[src/hw/debug_port_map.svh]
`ifndef DEBUG_PORT_MAP_SVH
`define DEBUG_PORT_MAP_SVH

// register offsets on the port's internal register bus
`define DP_LINK_CONTROL_B_ADDR    4'h3
`define DP_KEY_STATUS_ADDR        4'h7
`define DP_SYS_RESET_REQ_ADDR     4'h8
`define DP_PORT_CLOCK_CTRL_ADDR   4'h9
`define DP_SYS_CONTROL_ADDR       4'hA
`define DP_SYS_STATUS_ADDR        4'hB
`define DP_CRC_STATUS_ADDR        4'hC

// link control b field positions
`define DP_NO_ACK_DISABLE_BIT     4
`define DP_CONTENTION_DIS_BIT     3
`define DP_PORT_DISABLE_BIT       2

// key status field positions
`define DP_UROW_KEY_BIT           5
`define DP_NVM_KEY_BIT            4
`define DP_ERASE_KEY_BIT          3

// system control field positions
`define DP_USER_ROW_FINAL_BIT     1
`define DP_CLOCK_REQUEST_BIT      0

// system status field positions
`define DP_RESET_ACTIVE_BIT       5
`define DP_IN_SLEEP_BIT           4
`define DP_NVM_START_BIT          3
`define DP_UROW_START_BIT         2
`define DP_LOCK_STATE_BIT         0

// reset values and signatures
`define DP_RESET_SIGNATURE        8'h59
`define DP_CLOCK_SELECT_RESET     2'h3
`define DP_LOCK_STATE_RESET       1'h1

// port clock selection codes and rates
`define DP_CLK_SEL_16MHZ          2'h1
`define DP_CLK_SEL_8MHZ           2'h2
`define DP_CLK_SEL_4MHZ           2'h3
`define DP_SYS_CLOCK_KHZ          50000
`define DP_PORT_CLOCK_16MHZ_KHZ   16000
`define DP_PORT_CLOCK_8MHZ_KHZ    8000
`define DP_PORT_CLOCK_4MHZ_KHZ    4000

`endif

[src/hw/debug_port_pkg.sv]
package debug_port_pkg;

    typedef struct packed {
        logic       active;
        logic       no_ack_disable;
        logic       contention_detect_disable;
        logic       urow_key;
        logic       nvm_key;
        logic       erase_key;
        logic [7:0] reset_value;
        logic [1:0] clock_select;
        logic       user_row_final;
        logic       clock_request;
        logic       reset_seen;
        logic       sleep;
        logic       nvm_start;
        logic       urow_start;
        logic       lock;
        logic [2:0] crc;
        logic       sys_rst_prev;
        logic [7:0] rdata;
        logic       rvalid;
        logic       phy_reset;
        logic       final_start;
        logic       nack;
    } access_state_t;

    typedef struct packed {
        logic [15:0] acc;
        logic        tick;
    } divider_state_t;

endpackage

[src/hw/port_clock_divider.sv]
`timescale 1ns/10ps
`default_nettype none
`include "debug_port_map.svh"

// fractional divider: 50 MHz has no integer ratio to 16 or 8 MHz, so a
// phase accumulator spreads the ticks; average rate is exact, jitter one cycle
module port_clock_divider
    import debug_port_pkg::*;
(
    input  wire logic       clock,
    input  wire logic       srst,
    input  wire logic       run,
    input  wire logic [1:0] select,
    output logic            tick
);

    localparam logic [16:0] modulus = 17'(`DP_SYS_CLOCK_KHZ);

    divider_state_t s_q;
    divider_state_t s_d;
    logic [16:0]    step;
    logic [16:0]    sum;

    // rate per selection; the reserved code runs at the safe 4 MHz rate
    always_comb begin
        case (select)
            `DP_CLK_SEL_16MHZ: step = 17'(`DP_PORT_CLOCK_16MHZ_KHZ);
            `DP_CLK_SEL_8MHZ:  step = 17'(`DP_PORT_CLOCK_8MHZ_KHZ);
            default:           step = 17'(`DP_PORT_CLOCK_4MHZ_KHZ);
        endcase
    end

    // accumulate and wrap, one tick per wrap
    always_comb begin
        s_d = s_q;
        sum = {1'b0, s_q.acc} + step;
        s_d.tick = 1'b0;
        if (!run) begin
            s_d.acc = 16'h0000;
        end else if (sum >= modulus) begin
            s_d.acc = 16'(sum - modulus);
            s_d.tick = 1'b1;
        end else begin
            s_d.acc = sum[15:0];
        end
    end

    always_ff @(posedge clock) begin
        if (srst) begin
            s_q <= '0;
        end else begin
            s_q <= s_d;
        end
    end

    assign tick = s_q.tick;

endmodule
`default_nettype wire

[src/hw/debug_port_access_registers.sv]
// Notes on behaviour
// - no-ack disable suppresses nack on system reset
// - contention-detect disable stops contention detection
// - port disable: phy off, reset, keys cleared
// - user-row key bit reads key active
// - memory-program key bit clears when programming done
// - chip-erase key bit clears when erase done
// - signature 0x59 holds system reset while written
// - any other value releases system reset
// - reset request reads bit0 held, others zero
// - own system reset never resets this logic
// - clock select: 1=16, 2=8, 3=4 MHz
// - port clock defaults to 4 MHz
// - user-row-final write starts flash programming
// - user-row-final writable only with user-row key
// - clock request bit keeps system clock requested
// - clock request set on enable, cleared on disable
// - reset-active flag sticky, cleared on read
// - in-sleep reads system idle or deeper sleep
// - lock state reads locked, reset value one
// - crc status one-hot: off, busy, ok, fail
// - registers reachable only from external debug link
`timescale 1ns/10ps
`default_nettype none
`include "debug_port_map.svh"

module debug_port_access_registers
    import debug_port_pkg::*;
(
    input  wire logic       clock,
    input  wire logic       srst,
    input  wire logic       port_enable_request,
    input  wire logic [3:0] reg_addr,
    input  wire logic       reg_write,
    input  wire logic       reg_read,
    input  wire logic [7:0] reg_wdata,
    output logic      [7:0] reg_rdata,
    output logic            reg_rdata_valid,
    input  wire logic       urow_key_accept,
    input  wire logic       nvm_key_accept,
    input  wire logic       erase_key_accept,
    input  wire logic       nvm_program_done,
    input  wire logic       chip_erase_done,
    input  wire logic       load_store_active,
    input  wire logic       contention_seen,
    input  wire logic       sys_reset_in,
    input  wire logic       sys_sleep,
    input  wire logic       nvm_program_ready,
    input  wire logic       user_row_program_ready,
    input  wire logic       lock_in,
    input  wire logic [2:0] crc_state_in,
    output logic            port_active,
    output logic            phy_reset,
    output logic            contention_detect_enable,
    output logic            contention_error,
    output logic            nack_send,
    output logic            system_reset_request,
    output logic            system_clock_request,
    output logic            user_row_final_start,
    output logic            port_clock_tick
);

    access_state_t s_q;
    access_state_t s_d;
    logic          wr_ok;
    logic          rd_ok;
    logic          reset_hold;
    logic          sys_rst_any;
    logic [7:0]    read_mux;

    // all state lives in one packed struct: one comb copy, one flop
    // bank; the pulses (phy reset, final start, nack, read valid) are
    // cleared at the top of the comb block so they last one cycle
    // only, and every level keeps its value unless a cause names it.
    // the read data is held between reads on purpose: the host may
    // look at it late without a second strobe.
    // the status mirrors add one cycle of delay; a host polling them
    // sees a change no sooner than two edges after the system side.

    // only the link's instruction decoder drives this port; the processor
    // has no path here, so no cpu-side decode exists at all
    assign wr_ok = reg_write & s_q.active;
    assign rd_ok = reg_read & s_q.active;

    // the hold follows the stored value, so it lasts exactly as long
    // as the signature stays written
    assign reset_hold  = (s_q.reset_value == `DP_RESET_SIGNATURE);
    assign sys_rst_any = sys_reset_in | reset_hold;

    // read side notes:
    // - the mux is purely combinational on the address, so a read
    //   strobe with a stale address still returns a defined byte
    // - the port disable bit is write-only and never shows up here
    // - the reset request register shows the hold, not the stored
    //   byte, so a host cannot read back a partial signature
    // - offsets of the physical-layer registers this block does not
    //   own read zero rather than aliasing a mapped register
    // read decode; unlisted bit positions tie to zero
    always_comb begin
        read_mux = 8'h00;
        if (reg_addr == `DP_LINK_CONTROL_B_ADDR) begin
            read_mux[`DP_NO_ACK_DISABLE_BIT] = s_q.no_ack_disable;
            read_mux[`DP_CONTENTION_DIS_BIT] = s_q.contention_detect_disable;
        end else if (reg_addr == `DP_KEY_STATUS_ADDR) begin
            read_mux[`DP_UROW_KEY_BIT]  = s_q.urow_key;
            read_mux[`DP_NVM_KEY_BIT]   = s_q.nvm_key;
            read_mux[`DP_ERASE_KEY_BIT] = s_q.erase_key;
        end else if (reg_addr == `DP_SYS_RESET_REQ_ADDR) begin
            read_mux[0] = reset_hold;
        end else if (reg_addr == `DP_PORT_CLOCK_CTRL_ADDR) begin
            read_mux[1:0] = s_q.clock_select;
        end else if (reg_addr == `DP_SYS_CONTROL_ADDR) begin
            read_mux[`DP_USER_ROW_FINAL_BIT] = s_q.user_row_final;
            read_mux[`DP_CLOCK_REQUEST_BIT]  = s_q.clock_request;
        end else if (reg_addr == `DP_SYS_STATUS_ADDR) begin
            read_mux[`DP_RESET_ACTIVE_BIT] = s_q.reset_seen;
            read_mux[`DP_IN_SLEEP_BIT]     = s_q.sleep;
            read_mux[`DP_NVM_START_BIT]    = s_q.nvm_start;
            read_mux[`DP_UROW_START_BIT]   = s_q.urow_start;
            read_mux[`DP_LOCK_STATE_BIT]   = s_q.lock;
        end else if (reg_addr == `DP_CRC_STATUS_ADDR) begin
            read_mux[2:0] = s_q.crc;
        end else begin
            read_mux = 8'h00;
        end
    end

    // ordering inside the next-state block matters:
    // 1. pulses default low and mirrors sample their inputs
    // 2. read capture and the sticky reset flag
    // 3. nack detection on a fresh system reset edge
    // 4. key set and retire strobes
    // 5. ordinary register writes
    // 6. enable, which overrides the clock fields
    // 7. disable, last, so it beats any write or key set in the
    //    same cycle; a key accepted while the host disables the
    //    port must not survive the disable
    // next state of the whole register file
    always_comb begin
        s_d = s_q;
        s_d.phy_reset   = 1'b0;
        s_d.final_start = 1'b0;
        s_d.nack        = 1'b0;
        s_d.rvalid      = rd_ok;
        s_d.sys_rst_prev = sys_rst_any;

        // status sampling; the flags mirror the system side each cycle
        s_d.sleep      = sys_sleep;
        s_d.nvm_start  = nvm_program_ready;
        s_d.urow_start = user_row_program_ready;
        s_d.lock       = lock_in;
        s_d.crc        = crc_state_in;

        // read data is registered, one cycle behind the strobe
        if (rd_ok) begin
            s_d.rdata = read_mux;
        end

        // a read and a still-active reset in one cycle leave the flag
        // set; clearing it then would hide a reset that is still
        // going on, and the next read would wrongly show zero.
        // the flag covers both the outside reset and our own hold,
        // so the host can see its own request take effect.
        // sticky reset flag: read clears, but an active reset wins
        if (rd_ok && reg_addr == `DP_SYS_STATUS_ADDR) begin
            s_d.reset_seen = 1'b0;
        end
        if (sys_rst_any) begin
            s_d.reset_seen = 1'b1;
        end

        // nack on a fresh system reset during a load or store
        if (sys_rst_any && !s_q.sys_rst_prev && load_store_active && s_q.active) begin
            s_d.nack = !s_q.no_ack_disable;
        end

        // keys are only taken while the port is up; a key decode that
        // arrives on a dead port would otherwise reappear at enable.
        // the user-row key has no done strobe: only a disable clears
        // it, since the host ends that flow itself with the final bit.
        // a set and a done in one cycle keep the key set.
        // key tracking; done strobes retire single-use keys
        if (urow_key_accept && s_q.active) begin
            s_d.urow_key = 1'b1;
        end
        if (nvm_key_accept && s_q.active) begin
            s_d.nvm_key = 1'b1;
        end else if (nvm_program_done) begin
            s_d.nvm_key = 1'b0;
        end
        if (erase_key_accept && s_q.active) begin
            s_d.erase_key = 1'b1;
        end else if (chip_erase_done) begin
            s_d.erase_key = 1'b0;
        end

        // register writes
        if (wr_ok) begin
            if (reg_addr == `DP_LINK_CONTROL_B_ADDR) begin
                s_d.no_ack_disable            = reg_wdata[`DP_NO_ACK_DISABLE_BIT];
                s_d.contention_detect_disable = reg_wdata[`DP_CONTENTION_DIS_BIT];
            end else if (reg_addr == `DP_SYS_RESET_REQ_ADDR) begin
                s_d.reset_value = reg_wdata;
            end else if (reg_addr == `DP_PORT_CLOCK_CTRL_ADDR) begin
                s_d.clock_select = reg_wdata[1:0];
            end else if (reg_addr == `DP_SYS_CONTROL_ADDR) begin
                s_d.clock_request = reg_wdata[`DP_CLOCK_REQUEST_BIT];
                if (s_q.urow_key) begin
                    s_d.user_row_final = reg_wdata[`DP_USER_ROW_FINAL_BIT];
                    s_d.final_start    = reg_wdata[`DP_USER_ROW_FINAL_BIT];
                end
            end else begin
                s_d.rdata = s_q.rdata;
            end
        end

        // enabling brings the port up at the default clock with the
        // system clock requested
        if (port_enable_request && !s_q.active) begin
            s_d.active        = 1'b1;
            s_d.clock_request = 1'b1;
            s_d.clock_select  = `DP_CLOCK_SELECT_RESET;
        end

        // disabling wipes configuration and keys; the reset request
        // register is left alone so a held system reset is not dropped
        if (wr_ok && reg_addr == `DP_LINK_CONTROL_B_ADDR &&
            reg_wdata[`DP_PORT_DISABLE_BIT]) begin
            s_d.active                    = 1'b0;
            s_d.phy_reset                 = 1'b1;
            s_d.no_ack_disable            = 1'b0;
            s_d.contention_detect_disable = 1'b0;
            s_d.urow_key                  = 1'b0;
            s_d.nvm_key                   = 1'b0;
            s_d.erase_key                 = 1'b0;
            s_d.user_row_final            = 1'b0;
            s_d.clock_select              = `DP_CLOCK_SELECT_RESET;
            s_d.clock_request             = 1'b0;
        end
    end

    // reset values: clock select starts at the slow safe rate and the
    // lock state reads locked until the system side says otherwise,
    // so a host polling right after reset never sees an unlocked part
    // by accident.
    // the reset is synchronous; srst must be held for at least one
    // rising edge, and the first enable may come on the next edge.
    // only srst resets this logic; the system reset this block raises
    // is an output and loops back only into the reset flag and the nack, never as a reset
    always_ff @(posedge clock) begin
        if (srst) begin
            s_q              <= '0;
            s_q.clock_select <= `DP_CLOCK_SELECT_RESET;
            s_q.lock         <= `DP_LOCK_STATE_RESET;
        end else begin
            s_q <= s_d;
        end
    end

    // the link logic runs from the single system clock and moves only
    // on this enable pulse; no second clock domain exists, so nothing
    // here needs a synchroniser.
    // the divider is held while the port is down, which saves power
    // and restarts the phase cleanly at enable.
    // a select change takes effect on the next accumulate step, with
    // at most one short or long tick at the change.
    // port clock enable for the link-facing logic
    port_clock_divider u_divider (
        .clock  (clock),
        .srst   (srst),
        .run    (s_q.active),
        .select (s_q.clock_select),
        .tick   (port_clock_tick)
    );

    // contention detection only while active and not disabled
    assign contention_detect_enable = s_q.active & ~s_q.contention_detect_disable;
    assign contention_error         = contention_seen & contention_detect_enable;

    // outputs: everything but the two contention nets and the reset
    // request comes straight from a flop.
    // the reset request is a compare on a stored byte, so it is
    // glitch-free while that byte does not change.
    // limitation: the hold stays across a port disable; the host must
    // write another value to release the system before it leaves.
    // the contention nets are combinational so a collision is flagged
    // in the same cycle the physical layer sees it.
    assign reg_rdata            = s_q.rdata;
    assign reg_rdata_valid      = s_q.rvalid;
    assign port_active          = s_q.active;
    assign phy_reset            = s_q.phy_reset;
    assign nack_send            = s_q.nack;
    assign system_reset_request = reset_hold;
    assign system_clock_request = s_q.clock_request;
    assign user_row_final_start = s_q.final_start;

endmodule
`default_nettype wire

[config.mk]
export PLATFORM = sky130hd
export DESIGN_NAME = debug_port_access_registers
export DESIGN_NICKNAME = d
export VERILOG_FILES = /design/src/hw/debug_port_pkg.sv /design/src/hw/port_clock_divider.sv /design/src/hw/debug_port_access_registers.sv
export VERILOG_INCLUDE_DIRS = /design/src /design/src/hw
export SDC_FILE = /design/constraint.sdc
export NUM_CORES = 1
export LEC_CHECK = 0
export ABC_AREA = 1
export BUFFER_PORTS_ARGS = -buffer_cell sky130_fd_sc_hd__buf_2
export CAP_MARGIN = 20
export CORE_MARGIN = 2
export CORE_UTILIZATION = 25
export CTS_BUF_LIST = sky130_fd_sc_hd__clkbuf_16
export DETAILED_ROUTE_END_ITERATION = 6
export GPL_ROUTABILITY_DRIVEN = 0
export PLACE_DENSITY = 0.5
export SYNTH_ARGS = -nofsm -noshare
export SYNTH_HDL_FRONTEND = slang
export SYNTH_SLANG_ARGS = --single-unit
[constraint.sdc]
create_clock -name clock -period 2.65 [get_ports clock]
set_clock_uncertainty 0.05 [all_clocks]
set_input_delay 0.53 -clock clock [delete_from_list [all_inputs] [get_ports clock]]
set_output_delay 0.53 -clock clock [all_outputs]
set_load 0.03 [all_outputs]
# Yosys cells after proc, flatten, opt, wreduce, memory -nomap -nowiden
# Cells that the tools add are included.
[totals]
regBits = 56
out_inout_bits = 18
[classes]
add_sub_neg = 2
n_lt_le_gt_ge = 1
n_eq_ne = 14
muxes = 54
bitwise = 14
reduce_logical = 28
[ops]
columns = ["op", "n"]
rows = [
  ["2-to-1 mux 8 bit", 6],
  ["2-to-1 mux 3 bit", 11],
  ["2-to-1 mux 5 bit", 6],
  ["one-hot mux 14 bit (2 select lines)", 1],
  ["equality test 4 bit (second input constant)", 5],
  ["adder 16 x 14 -> 17 bit", 1],
  ["greater-or-equal comparator 17 x 16 -> 1 bit (second input constant)", 1],
  ["2-to-1 mux 1 bit", 17],
  ["2-to-1 mux 16 bit", 1],
  ["2-to-1 mux 2 bit", 8],
  ["subtractor 16 bit (second input constant)", 1],
  ["2-to-1 mux 6 bit", 2],
  ["logical AND 1 bit", 10],
  ["nonzero test 2 bit", 5],
  ["NOT 1 bit", 9],
  ["equality test 8 x 7 -> 1 bit (second input constant)", 1],
  ["2-to-1 mux 7 bit", 1],
  ["OR reduction 7 bit", 1],
  ["!= test 2 x 1 -> 1 bit (second input constant)", 3],
  ["AND reduction 6 bit", 1],
  ["OR reduction 2 bit", 3],
  ["!= test 5 x 1 -> 1 bit (second input constant)", 1],
  ["AND reduction 5 bit", 1],
  ["AND 1 bit", 4],
  ["other kinds (11)", 13],
]

# Depth between registers and ports, before layout
# Gate-level depths: netlist (run 1).
[depth]
depth_word = 23
depth_mapped = 21

# By module
# A second synthesis (run 1) with hierarchy kept.
[unflattened]
hier_cells = 443
area_unflattened_um2 = 3148.0
[by_module_without_submodules]
columns = ["module", "n_inst", "cells_per_inst", "area_per_inst_um2", "seq_area_each_um2"]
rows = [
  ["debug_port_access_registers", 1, 230, 1679.1, 740.7],
  ["port_clock_divider", 1, 213, 1468.9, 260.2],
]

# Worst setup path before layout (run 1)
# OpenSTA, ideal clock, no wires.
[synth_path]
kind = "flip-flop to flip-flop"
start = "register s_q[23] in the netlist's numbering"
end = "register u_divider.s_q[9] in the netlist's numbering"
setup_ns = 0.142
arrival_ns = 2.352
required_ns = 2.458
path_slack_ns = 0.106
stages_incl_launch_ff = 17
period_less_slack_ns = 2.544
cell_sequence = "dfxtp_1 -> inv_1 -> ha_1 -> nand2_2 -> fa_1 -> inv_1 -> nand3_1 -> nand3_1 -> nand3_2 -> nor2_4 -> nor2_8 -> nand3_2 -> nand2_2 -> nand2_2 -> buf_6 -> nand2_1 -> a21oi_2"
[synth_via]
elab_chain_cells = 5
elab_cells_between_ends = 7
classes_between = "add/sub: 2; order compare: 1; eq/ne: 2; mux: 2"
[synth_lines]
columns = ["element", "line", "rtl"]
rows = [
  ["start: declaration", "debug_port_access_registers.sv:63", "access_state_t s_q;"],
  ["equality test 2 bit / equality test 2 x 1 -> 1 bit (equally long branches)", "port_clock_divider.sv:26", "case (select)"],
  ["one-hot mux 14 bit (2 select lines) *", "port_clock_divider.sv:26", ""],
  ["adder 16 x 14 -> 17 bit *", "port_clock_divider.sv:36", "sum = {1'b0, s_q.acc} + step;"],
  ["subtractor 16 bit / greater-or-equal comparator 17 x 16 -> 1 bit (equally long branches)", "port_clock_divider.sv:41, port_clock_divider.sv:40", ""],
  ["2-to-1 mux 16 bit *", "port_clock_divider.sv:40", "end else if (sum >= modulus) begin"],
  ["end signal: assignment", "port_clock_divider.sv:50", "s_q <= '0;"],
  ["end signal: assignment", "port_clock_divider.sv:52", "s_q <= s_d;"],
  ["end: declaration", "port_clock_divider.sv:19", "divider_state_t s_q;"],
]
# Every way passes the cells marked *; elsewhere a longest branch is shown, timed or not.
# A chain may end at the register's enable or synchronous reset.

# Worst setup path after layout (run 1)
[layout_path]
start = "register s_q[23] in the netlist's numbering"
end = "register u_divider.s_q[11] in the netlist's numbering"
# Same word-level chain as after synthesis.

==> metrics.md, run 1 <==
| Metric | Value |
|---|---|
| Synthesized instance count | 403 |
| Cell Chain, Critical Path | inv_1 > ha_4 > nand2_2 > fa_2 > inv_4 > nand3_4 > nand3_4 > nand3_4 > nor2_4 > nor2_8 > nand3_2 > nand2_4 > buf_8 > nand3_2 > a21oi_2 |
| CP endpoint kind | flop |
| Power Dens Cells | 531 nW/um^2 |
| F_max | just under 400 MHz |
| Standard-cell rows | 39 |
| Pwr Total | 1.95 mW |
| Status | finished clean |
| Total wire length | 7.38 mm |
| GRT Total Usage | 0.116 |
| Number of flops mapped to enable cells by yosys | 0 |
| Compound-Gate Fraction of Synth Area | 0.116 |
| Root buffer cell | clkbuf_16 |
| Max-Cap Viols | 0 |
| Critical Path Most Common Cell | nand3_4 |
| Mapped Area | ~2900 sq um |
| Share of layout cells above drive strength 1 | 0.308 |
| Routed WL per cell | 12.2 microns |
| Synth-to-Final Area Change | 26.0% |
| Ys async rst share | 0 |
| Largest stage delay, worst path | 0.63 ns |
| Placed inst area | 3310 sq um |
| Kind of critical path | flop to flop |
| Antenna diode count | 0 |
| DR vias/cell | 4.40 |
| Reg2Reg Setup Slack | 0.13 ns |
| Detailed Routing Iterations Pass 1 | 4 |
| Yosys warning count | 0 |
| Clock share of power | 0.383 |
| Total CTS buffers | 5 |
| Fill count | 1244 |
| Routed via count | roughly 2700 |
| Cells after DPL | 590 |
| Largest net degree at the start of global routing | 24 |
| Final worst setup slack | 0.127 ns |
| Net Sw Power | 560 uW |
| Clk slew on worst S/H paths | 0.07 ns |
| Post-route non-filler standard cell count | between 600 and 700 |
| Clock Latency Late Sink | slightly below 0.3 ns |
| Mux contribution to synthesized area | 0 |
| Data arrival, critical path | 2.69 ns |
| Simple-gate share of the synthesized area | 0.371 |
| Adder-Cell Fraction of Synth Area | 0.0413 |
| Most frequent cells in the layout | 76 x nand2_1, 52 x inv_1, 50 x nor2_1 |
| Global-route wire length before repair | roughly 12 mm |
| Mapped Avg Cell Area | 7.22 sq um |
| CP required | roughly 2.8 ns |
| Slew Limit Headroom | 0.628 |
| Number of H-tree levels | 2 |
| Initial Util | 0.256 |
| Drt drc | 0 |
| Post-Synth XOR/XNOR Area | 0.0150 |
| FF/Latch Area | between 1000 and 1500 sq um |
| Critical Path Start Type | flop |
| Multi-input logic area | 1700 sq um |
| Most common cell after layout, fill and taps aside | nand2_1 |
| Hpwl dp | 5.81 mm |
| P_int | 1.39 mW |
| # port buffers | 47 |
| Hold Crit Class | primary input to flop |
| TritonCTS clock tree | yes |
| Die width | between 100 and 150 microns |
| Final worst-path cycle share | 0.952 |
| Gr ovfl total | 0 |
| Sequential element share of the synthesized area | 0.344 |
| Vias in the first global route | around 2600 |
| Worst-Margin Slew | ~0.56 ns |
| Top FF cell, synth | dfxtp_1 |
| Place WS | -0.0354 ns |
| # IOs | 50 |
| Final instance area | 3670 sq um |
| Max Fanout on Critical Path | 7 |
| Core ar. | 11400 sq um |
| Routed Antenna Nets | 0 |
| Count of final setup violators | 0 |
| Logic pwr share | 0.208 |
| Slew Limit Fails | 0 |
| Distinct cell type count after synthesis | 39 |
| Worst IR Drop VDD | 0.294 mV |
| Final Hold Viols | 0 |
| Sw Share | 0.288 |
| Final net count | 504 |
| Register bit count reported by yosys | 50 |
| Sequential share of power | 0.409 |
| Leakage | 1.74 nW |
| Clock period minus worst slack | 2.52 ns |
| Largest family of logic cells by synthesized area | simple AND/OR/NAND/NOR gates |
| Initial antenna violation count | 0 |
| Maximum clock path buffer count | 2 |
| Initial DRC count | 91 |
| Die span in y | about 110 microns |
| Total die area | 12500 sq um |
| Critical Path Slowest Stage Cell | fa_2 |
| CTS sink cnt | 50 |
[area by class of cell]
class / count / share of cell area
well taps: 143 / 0.0488
repair buffers: 66 / 0.106
multi-input cells: 281 / 0.463
flip-flops and latches: 50 / 0.274
clock inverters: 3 / 0.0130
inverters: 59 / 0.0611
clock buffers: 5 / 0.0341
[timing repair]
| action | 4_1_cts | 5_1_grt |
|---|---|---|
| cloned | 0 | 1 |
| setup endpoints to repair | 12 | 13 |
| buffers inserted | 0 | 8 |
| gates resized for setup | 3 | 23 |
| hold buffers | 0 | 0 |
| pin swaps | 0 | 9 |
| endpoints found under the hold margin | 0 | 0 |
[power by group through the flow]
stage          combinational [mW]  sequential, mW  clock [mW]
2_1_floorplan               0.271           0.815           0
3_3_place_gp                0.357           0.813           0
3_5_place_dp                0.362           0.813           0
4_1_cts                     0.363           0.795       0.765
5_1_grt                     0.448           0.799       0.793
6_report                    0.405           0.796       0.745
[per-stage QoR]
stage / TNS, ns / util / hold WS, ns
final: 0 / 0.322 / 0.369
after global routing: -0.303 / 0.322 / 0.370
after CTS: 0 / 0.307 / 0.364
after detailed placement: -0.0696 / 0.291 / 0.395
after global placement: 0 / 0.291 / 0.393
after floorplan: 0 / - / 0.380
[synthesized netlist by cell type (2+ instances only)]
library cell / number / area share
a211oi_1: 4 / 0.010
a21oi_1: 22 / 0.038
a21oi_2: 11 / 0.033
a221oi_1: 4 / 0.012
buf_4: 8 / 0.021
buf_6: 2 / 0.0077
clkbuf_1: 4 / 0.0052
dfxtp_1: 50 / 0.34
ha_1: 8 / 0.034
inv_1: 54 / 0.070
inv_2: 4 / 0.0052
nand2_1: 78 / 0.10
nand2_2: 11 / 0.024
nand2_4: 4 / 0.015
nand3_1: 32 / 0.055
nand3_2: 16 / 0.055
nand3b_1: 3 / 0.0077
nor2_1: 51 / 0.066
nor2_4: 4 / 0.015
nor3_1: 4 / 0.0069
o21ai_0: 8 / 0.014
xor2_1: 4 / 0.012
[metal layers]
metal  track usage  up-vias  wire length, microns
met2         0.205       50                  3580
met1         0.142     1214                  3370
met5             0        -                     0
met3        0.0332        6                   362
li1              -     1400                     -
met4        0.0230        0                    68
[worst max-delay path: cells and delay by family, from the launching register on]
kind            cells  cell delay, ns
flops               1            0.32
fa+ha+maj           2            0.90
simple gates        9            0.77
buf+inv             3            0.27
compound gates      1            0.13
[cells by family (layout without fill, tap and decap cells)]
logic type / Yosys count / count (layout)
buffers and inverters: 74 / 133
xor gates and xnor gates: 5 / 5
and+or+nand+nor: 212 / 213
other: 1 / 2
DFF: 50 / 50
adders and majority gates: 9 / 9
AOI/OAI and AO/OA: 52 / 52
[state kept, by name, indices dropped and copies added (netlist names)]
register / cells
u_divider.tick: 1
reg_rdata_valid: 1
system_clock_request: 1
u_divider.s_q: 12
nack_send: 1
reg_rdata: 6
user_row_final_start: 1
phy_reset: 1
s_q: 25
port_active: 1
[worst paths after layout]
check	from	to	cells after the start
max	s_q[23]	u_divider.s_q[11]	15
min	lock_in	s_q[16]	2
max reg2reg	s_q[23]	u_divider.s_q[11]	15
min reg2reg	s_q[28]	s_q[28]	2
Note: power is estimated with default switching activity, not from simulation.
==> run 2, diff against run 1 <==
--- a/config.mk
+++ b/config.mk
@@ -17,4 +17,5 @@
 export PLACE_DENSITY = 0.5
 export SYNTH_ARGS = -nofsm -noshare
 export SYNTH_HDL_FRONTEND = slang
+export SYNTH_HIERARCHICAL = 1
 export SYNTH_SLANG_ARGS = --single-unit
==> run 2 against run 1 <==
- final area rose by 4.6%
- critical endpoint is now u_divider/s_q[14]
- largest cell class unchanged
- sequential power barely moved
- count of clock-buffer cells in the layout unchanged
- critical path type unchanged
- die area up 7.9%
- first-iteration DRC count grew 66%
- core utilization down 0.70 points
==> metrics.md, run 2 <==
| Metric | Value |
|---|---|
| Detailed Routing Iterations Pass 1 | 4 (unchanged) |
| Final Hold Viols | 0 (unchanged) |
| Die width | 116 microns (+3.9%) |
| P_int | 1.27 mW (-8.3%) |
| Pwr Total | 1.83 mW (-6.2%) |
| Hold Crit Class | primary input to flop |
| Initial DRC count | 151 (+66%) |
| Mapped Avg Cell Area | 7.11 sq um (-1.6%) |
| Routed via count | 2770 (+3.7%) |
| Cell Chain, Critical Path | inv_1 > ha_4 > nand2_2 > fa_2 > buf_4 > xnor2_4 > inv_1 > nand2_2 > nand3_2 > nand2_4 > nor2_8 > nand3_4 > nand2_8 > nand2_8 > nand2_2 > a21oi_2 |
| Routed WL per cell | 11.2 microns (-8.3%) |
| Register bit count reported by yosys | 50 (unchanged) |
| Largest cells by area after synthesis | dfxtp_1 32%, nand2_1 11%, inv_1 7.6%, nor2_1 7.3%, nand3_1 5.6% |
| Yosys warning count | 6 (+6) |
| Count of final setup violators | 0 (unchanged) |
| Synthesized instance count | 443 (+9.9%) |
| F_max | 393 MHz (-0.82%) |
| Most frequent cell after synthesis | nand2_1 |
| Gr ovfl total | 0 (unchanged) |
| Distinct cell type count after synthesis | 41 (+5.1%) |
| Critical Path Start Type | flop |
| Status | finished clean |
| Worst-Margin Slew | 0.529 ns (-0.0293 ns) |
| Initial antenna violation count | 0 (unchanged) |
| Most common cell after layout, fill and taps aside | nand2_1 |
| Maximum clock path buffer count | 2 (unchanged) |
| Hpwl dp | 5.87 mm (+1.1%) |
| Slew Limit Headroom | 0.647 (+0.0195) |
| Setup TNS | 0 ns (unchanged) |
| Clock share of power | 0.351 (-0.032) |
| Sequential share of power | 0.438 (+0.029) |
| Total wire length | 7.43 mm (+0.66%) |
| Number of flip-flops in the largest register | 25 (unchanged) |
| Drt drc | 0 (unchanged) |
| Worst IR Drop VDD | 0.213 mV (-28%) |
| Number of H-tree levels | 2 (unchanged) |
| Share of layout cells above drive strength 1 | 0.313 (+0.00506) |
| CTS Hold Bufs | 0 (unchanged) |
| CP endpoint kind | flop |
| Logic pwr share | 0.212 (+0.004) |
| Synth area leader | dfxtp_1 |
| Ys async rst share | 0 (unchanged) |
| Leakage | 1.97 nW (+13%) |
| Critical Path Most Common Cell | nand2_2 |
| Fill count | 1342 (+7.9%) |
| Standard-cell rows | 40 (+2.6%) |
| Post-Synth XOR/XNOR Area | 0.0246 (+0.00959) |
| Clock period minus worst slack | 2.54 ns (+0.0209 ns) |
| Root buffer cell | clkbuf_16 |
| Slew Limit Fails | 0 (unchanged) |
| # port buffers | 47 (unchanged) |
| Top post-synthesis cells by count | 90 x nand2_1, 64 x inv_1, 61 x nor2_1 |
| Total CTS buffers | 5 (unchanged) |
| Data arrival, critical path | 2.65 ns (-0.04 ns) |
| Net Sw Power | 555 uW (-0.92%) |
| # IOs | 50 (unchanged) |
| Largest family of logic cells by synthesized area | simple AND/OR/NAND/NOR gates |
| Area share of the largest cell type after synthesis | 0.318 (-0.0260) |
| Kind of critical path | flop to flop |
| Core ar. | 12200 sq um (+7.0%) |
| Simple-gate share of the synthesized area | 0.403 (+0.0316) |
| Top FF cell, synth | dfxtp_1 |
| Crit path buf inv count | 3 (unchanged) |
| Synth-to-Final Area Change | 21.9% |
| GRT Total Usage | 0.115 (-0.00109) |
| TritonCTS clock tree | yes |
| CTS sink cnt | 50 (unchanged) |
| Power Dens Cells | 476 nW/um^2 (-10%) |
| Initial Util | 0.259 (+0.00288) |
| Vias in the first global route | 2682 (+3.9%) |
| Mux contribution to synthesized area | 0 (unchanged) |
| Max-Cap Viols | 0 (unchanged) |
| Final worst-path cycle share | 0.960 (+0.00790) |
| Place WS | -0.0249 ns (+0.0105 ns) |
| Antenna diode count | 0 (unchanged) |
| Mapped Area | 3150 sq um (+8.2%) |
| Total die area | 13500 sq um (+7.9%) |
| Clock Latency Late Sink | 0.29 ns (about the same) |
| Global-route wire length before repair | 12.3 mm (+3.2%) |
| Max Fanout on Critical Path | 7 (unchanged) |
| Delay-heaviest family, CP | simple AND/OR/NAND/NOR gates |
| Clk slew on worst S/H paths | 0.07 ns (about the same) |
| Largest net degree at the start of global routing | 17 (-29%) |
| Reg with most FFs | s_q |
| Routed Antenna Nets | 0 (unchanged) |
| DR vias/cell | 4.16 (-5.4%) |
| Final net count | 538 (+6.7%) |
| Sw Share | 0.304 (+0.0161) |
| Die span in y | 116 microns (+3.9%) |
| Final worst setup slack | 0.106 ns (-0.0209 ns) |
| Critical Path Slowest Stage Cell | fa_2 |
| Number of flops mapped to enable cells by yosys | 0 (unchanged) |
| CP required | 2.76 ns (-0.06 ns) |
| Largest stage delay, worst path | 0.41 ns (-0.22 ns) |
| Sequential element share of the synthesized area | 0.318 (-0.0260) |
| Compound-Gate Fraction of Synth Area | 0.0866 (-0.0290) |
| Most frequent cells in the layout | 80 x nand2_1, 63 x inv_1, 59 x nor2_1 |
| Adder-Cell Fraction of Synth Area | 0.0382 (-0.00312) |
run 2: cell types whose count changed after synthesis, sizes merged, moves of 2 or more:
cell / before / now
clkbuf: 4 / 2
inv: 58 / 74
a21oi: 33 / 22
nor2: 57 / 69
a22oi: 0 / 2
xnor2: 1 / 5
o21ai: 9 / 16
nand3b: 3 / 1
nand2: 93 / 110
a211oi: 4 / 0
nand3: 48 / 50
a221oi: 4 / 0
nand4: 1 / 7
run 2: logic make-up (layout without fill, tap and decap cells):
| group | after synthesis | in the layout |
|---|---|---|
| flops | 50 | 50 |
| xor+xnor | 8 | 8 |
| simple gates | 244 | 246 |
| buf+inv | 89 | 141 |
| other cells | 1 | 2 |
| fa+ha+maj | 9 | 9 |
| compound gates | 42 | 42 |
run 2: worst paths after layout:
check	endpoint	slack, ns	depth (start not counted)	startpoint
worst min-delay path	s_q[16]	0.38	2	lock_in
worst max register to register	u_divider/s_q[14]	0.11	16	s_q[23]
worst max-delay path	u_divider/s_q[14]	0.11	16	s_q[23]
worst min register to register	s_q[37]	0.42	2	s_q[37]
run 2: metal layers:
metal | part of all wire | wire (microns) | vias to the layer above | track usage
met5 | 0 | 0 | - | 0
met4 | 0.023 | 169 | 0 | 0.0492
met3 | 0.031 | 234 | 11 | 0.0202
met2 | 0.45 | 3340 | 47 | 0.185
met1 | 0.50 | 3690 | 1229 | 0.153
li1 | - | - | 1483 | -
run 2: repair_timing:
item	in CTS	in global routing
hold endpoints to repair	0	0
pin swaps	0	7
resized for setup	1	25
setup endpoints to repair	12	12
buffers inserted	0	1
cloned	0	2
run 2: layout make-up:
| type | instances | area [sq um] | share of cell area |
|---|---|---|---|
| multi-input combinational | 307 | 1870 | 0.487 |
| sequential | 50 | 1000 | 0.262 |
| timing repair buffer | 58 | 318 | 0.0828 |
| inverter | 75 | 290 | 0.0757 |
| tap | 168 | 210 | 0.0548 |
| clock buffer | 5 | 125 | 0.0326 |
| clock inverter | 3 | 20.0 | 0.00522 |
run 2: power groups by stage:
| stage | Clock [mW] | Combinational (mW) | Sequential [mW] |
|---|---|---|---|
| 3_5_place_dp | 0 | 0.370 | 0.816 |
| 3_3_place_gp | 0 | 0.368 | 0.816 |
| 2_1_floorplan | 0 | 0.282 | 0.814 |
| 6_report | 0.640 | 0.386 | 0.799 |
| 4_1_cts | 0.663 | 0.373 | 0.799 |
| 5_1_grt | 0.698 | 0.428 | 0.803 |
run 2: through the flow:
stage / cells / area, sq um / hold slack [ns] / util
2_1_floorplan: 444 / 3150 / 0.389 / -
3_3_place_gp: 655 / 3560 / 0.403 / 0.292
3_5_place_dp: 655 / 3560 / 0.410 / 0.292
4_1_cts: 663 / 3710 / 0.366 / 0.305
5_1_grt: 666 / 3840 / 0.376 / 0.315
6_report: 666 / 3840 / 0.380 / 0.315
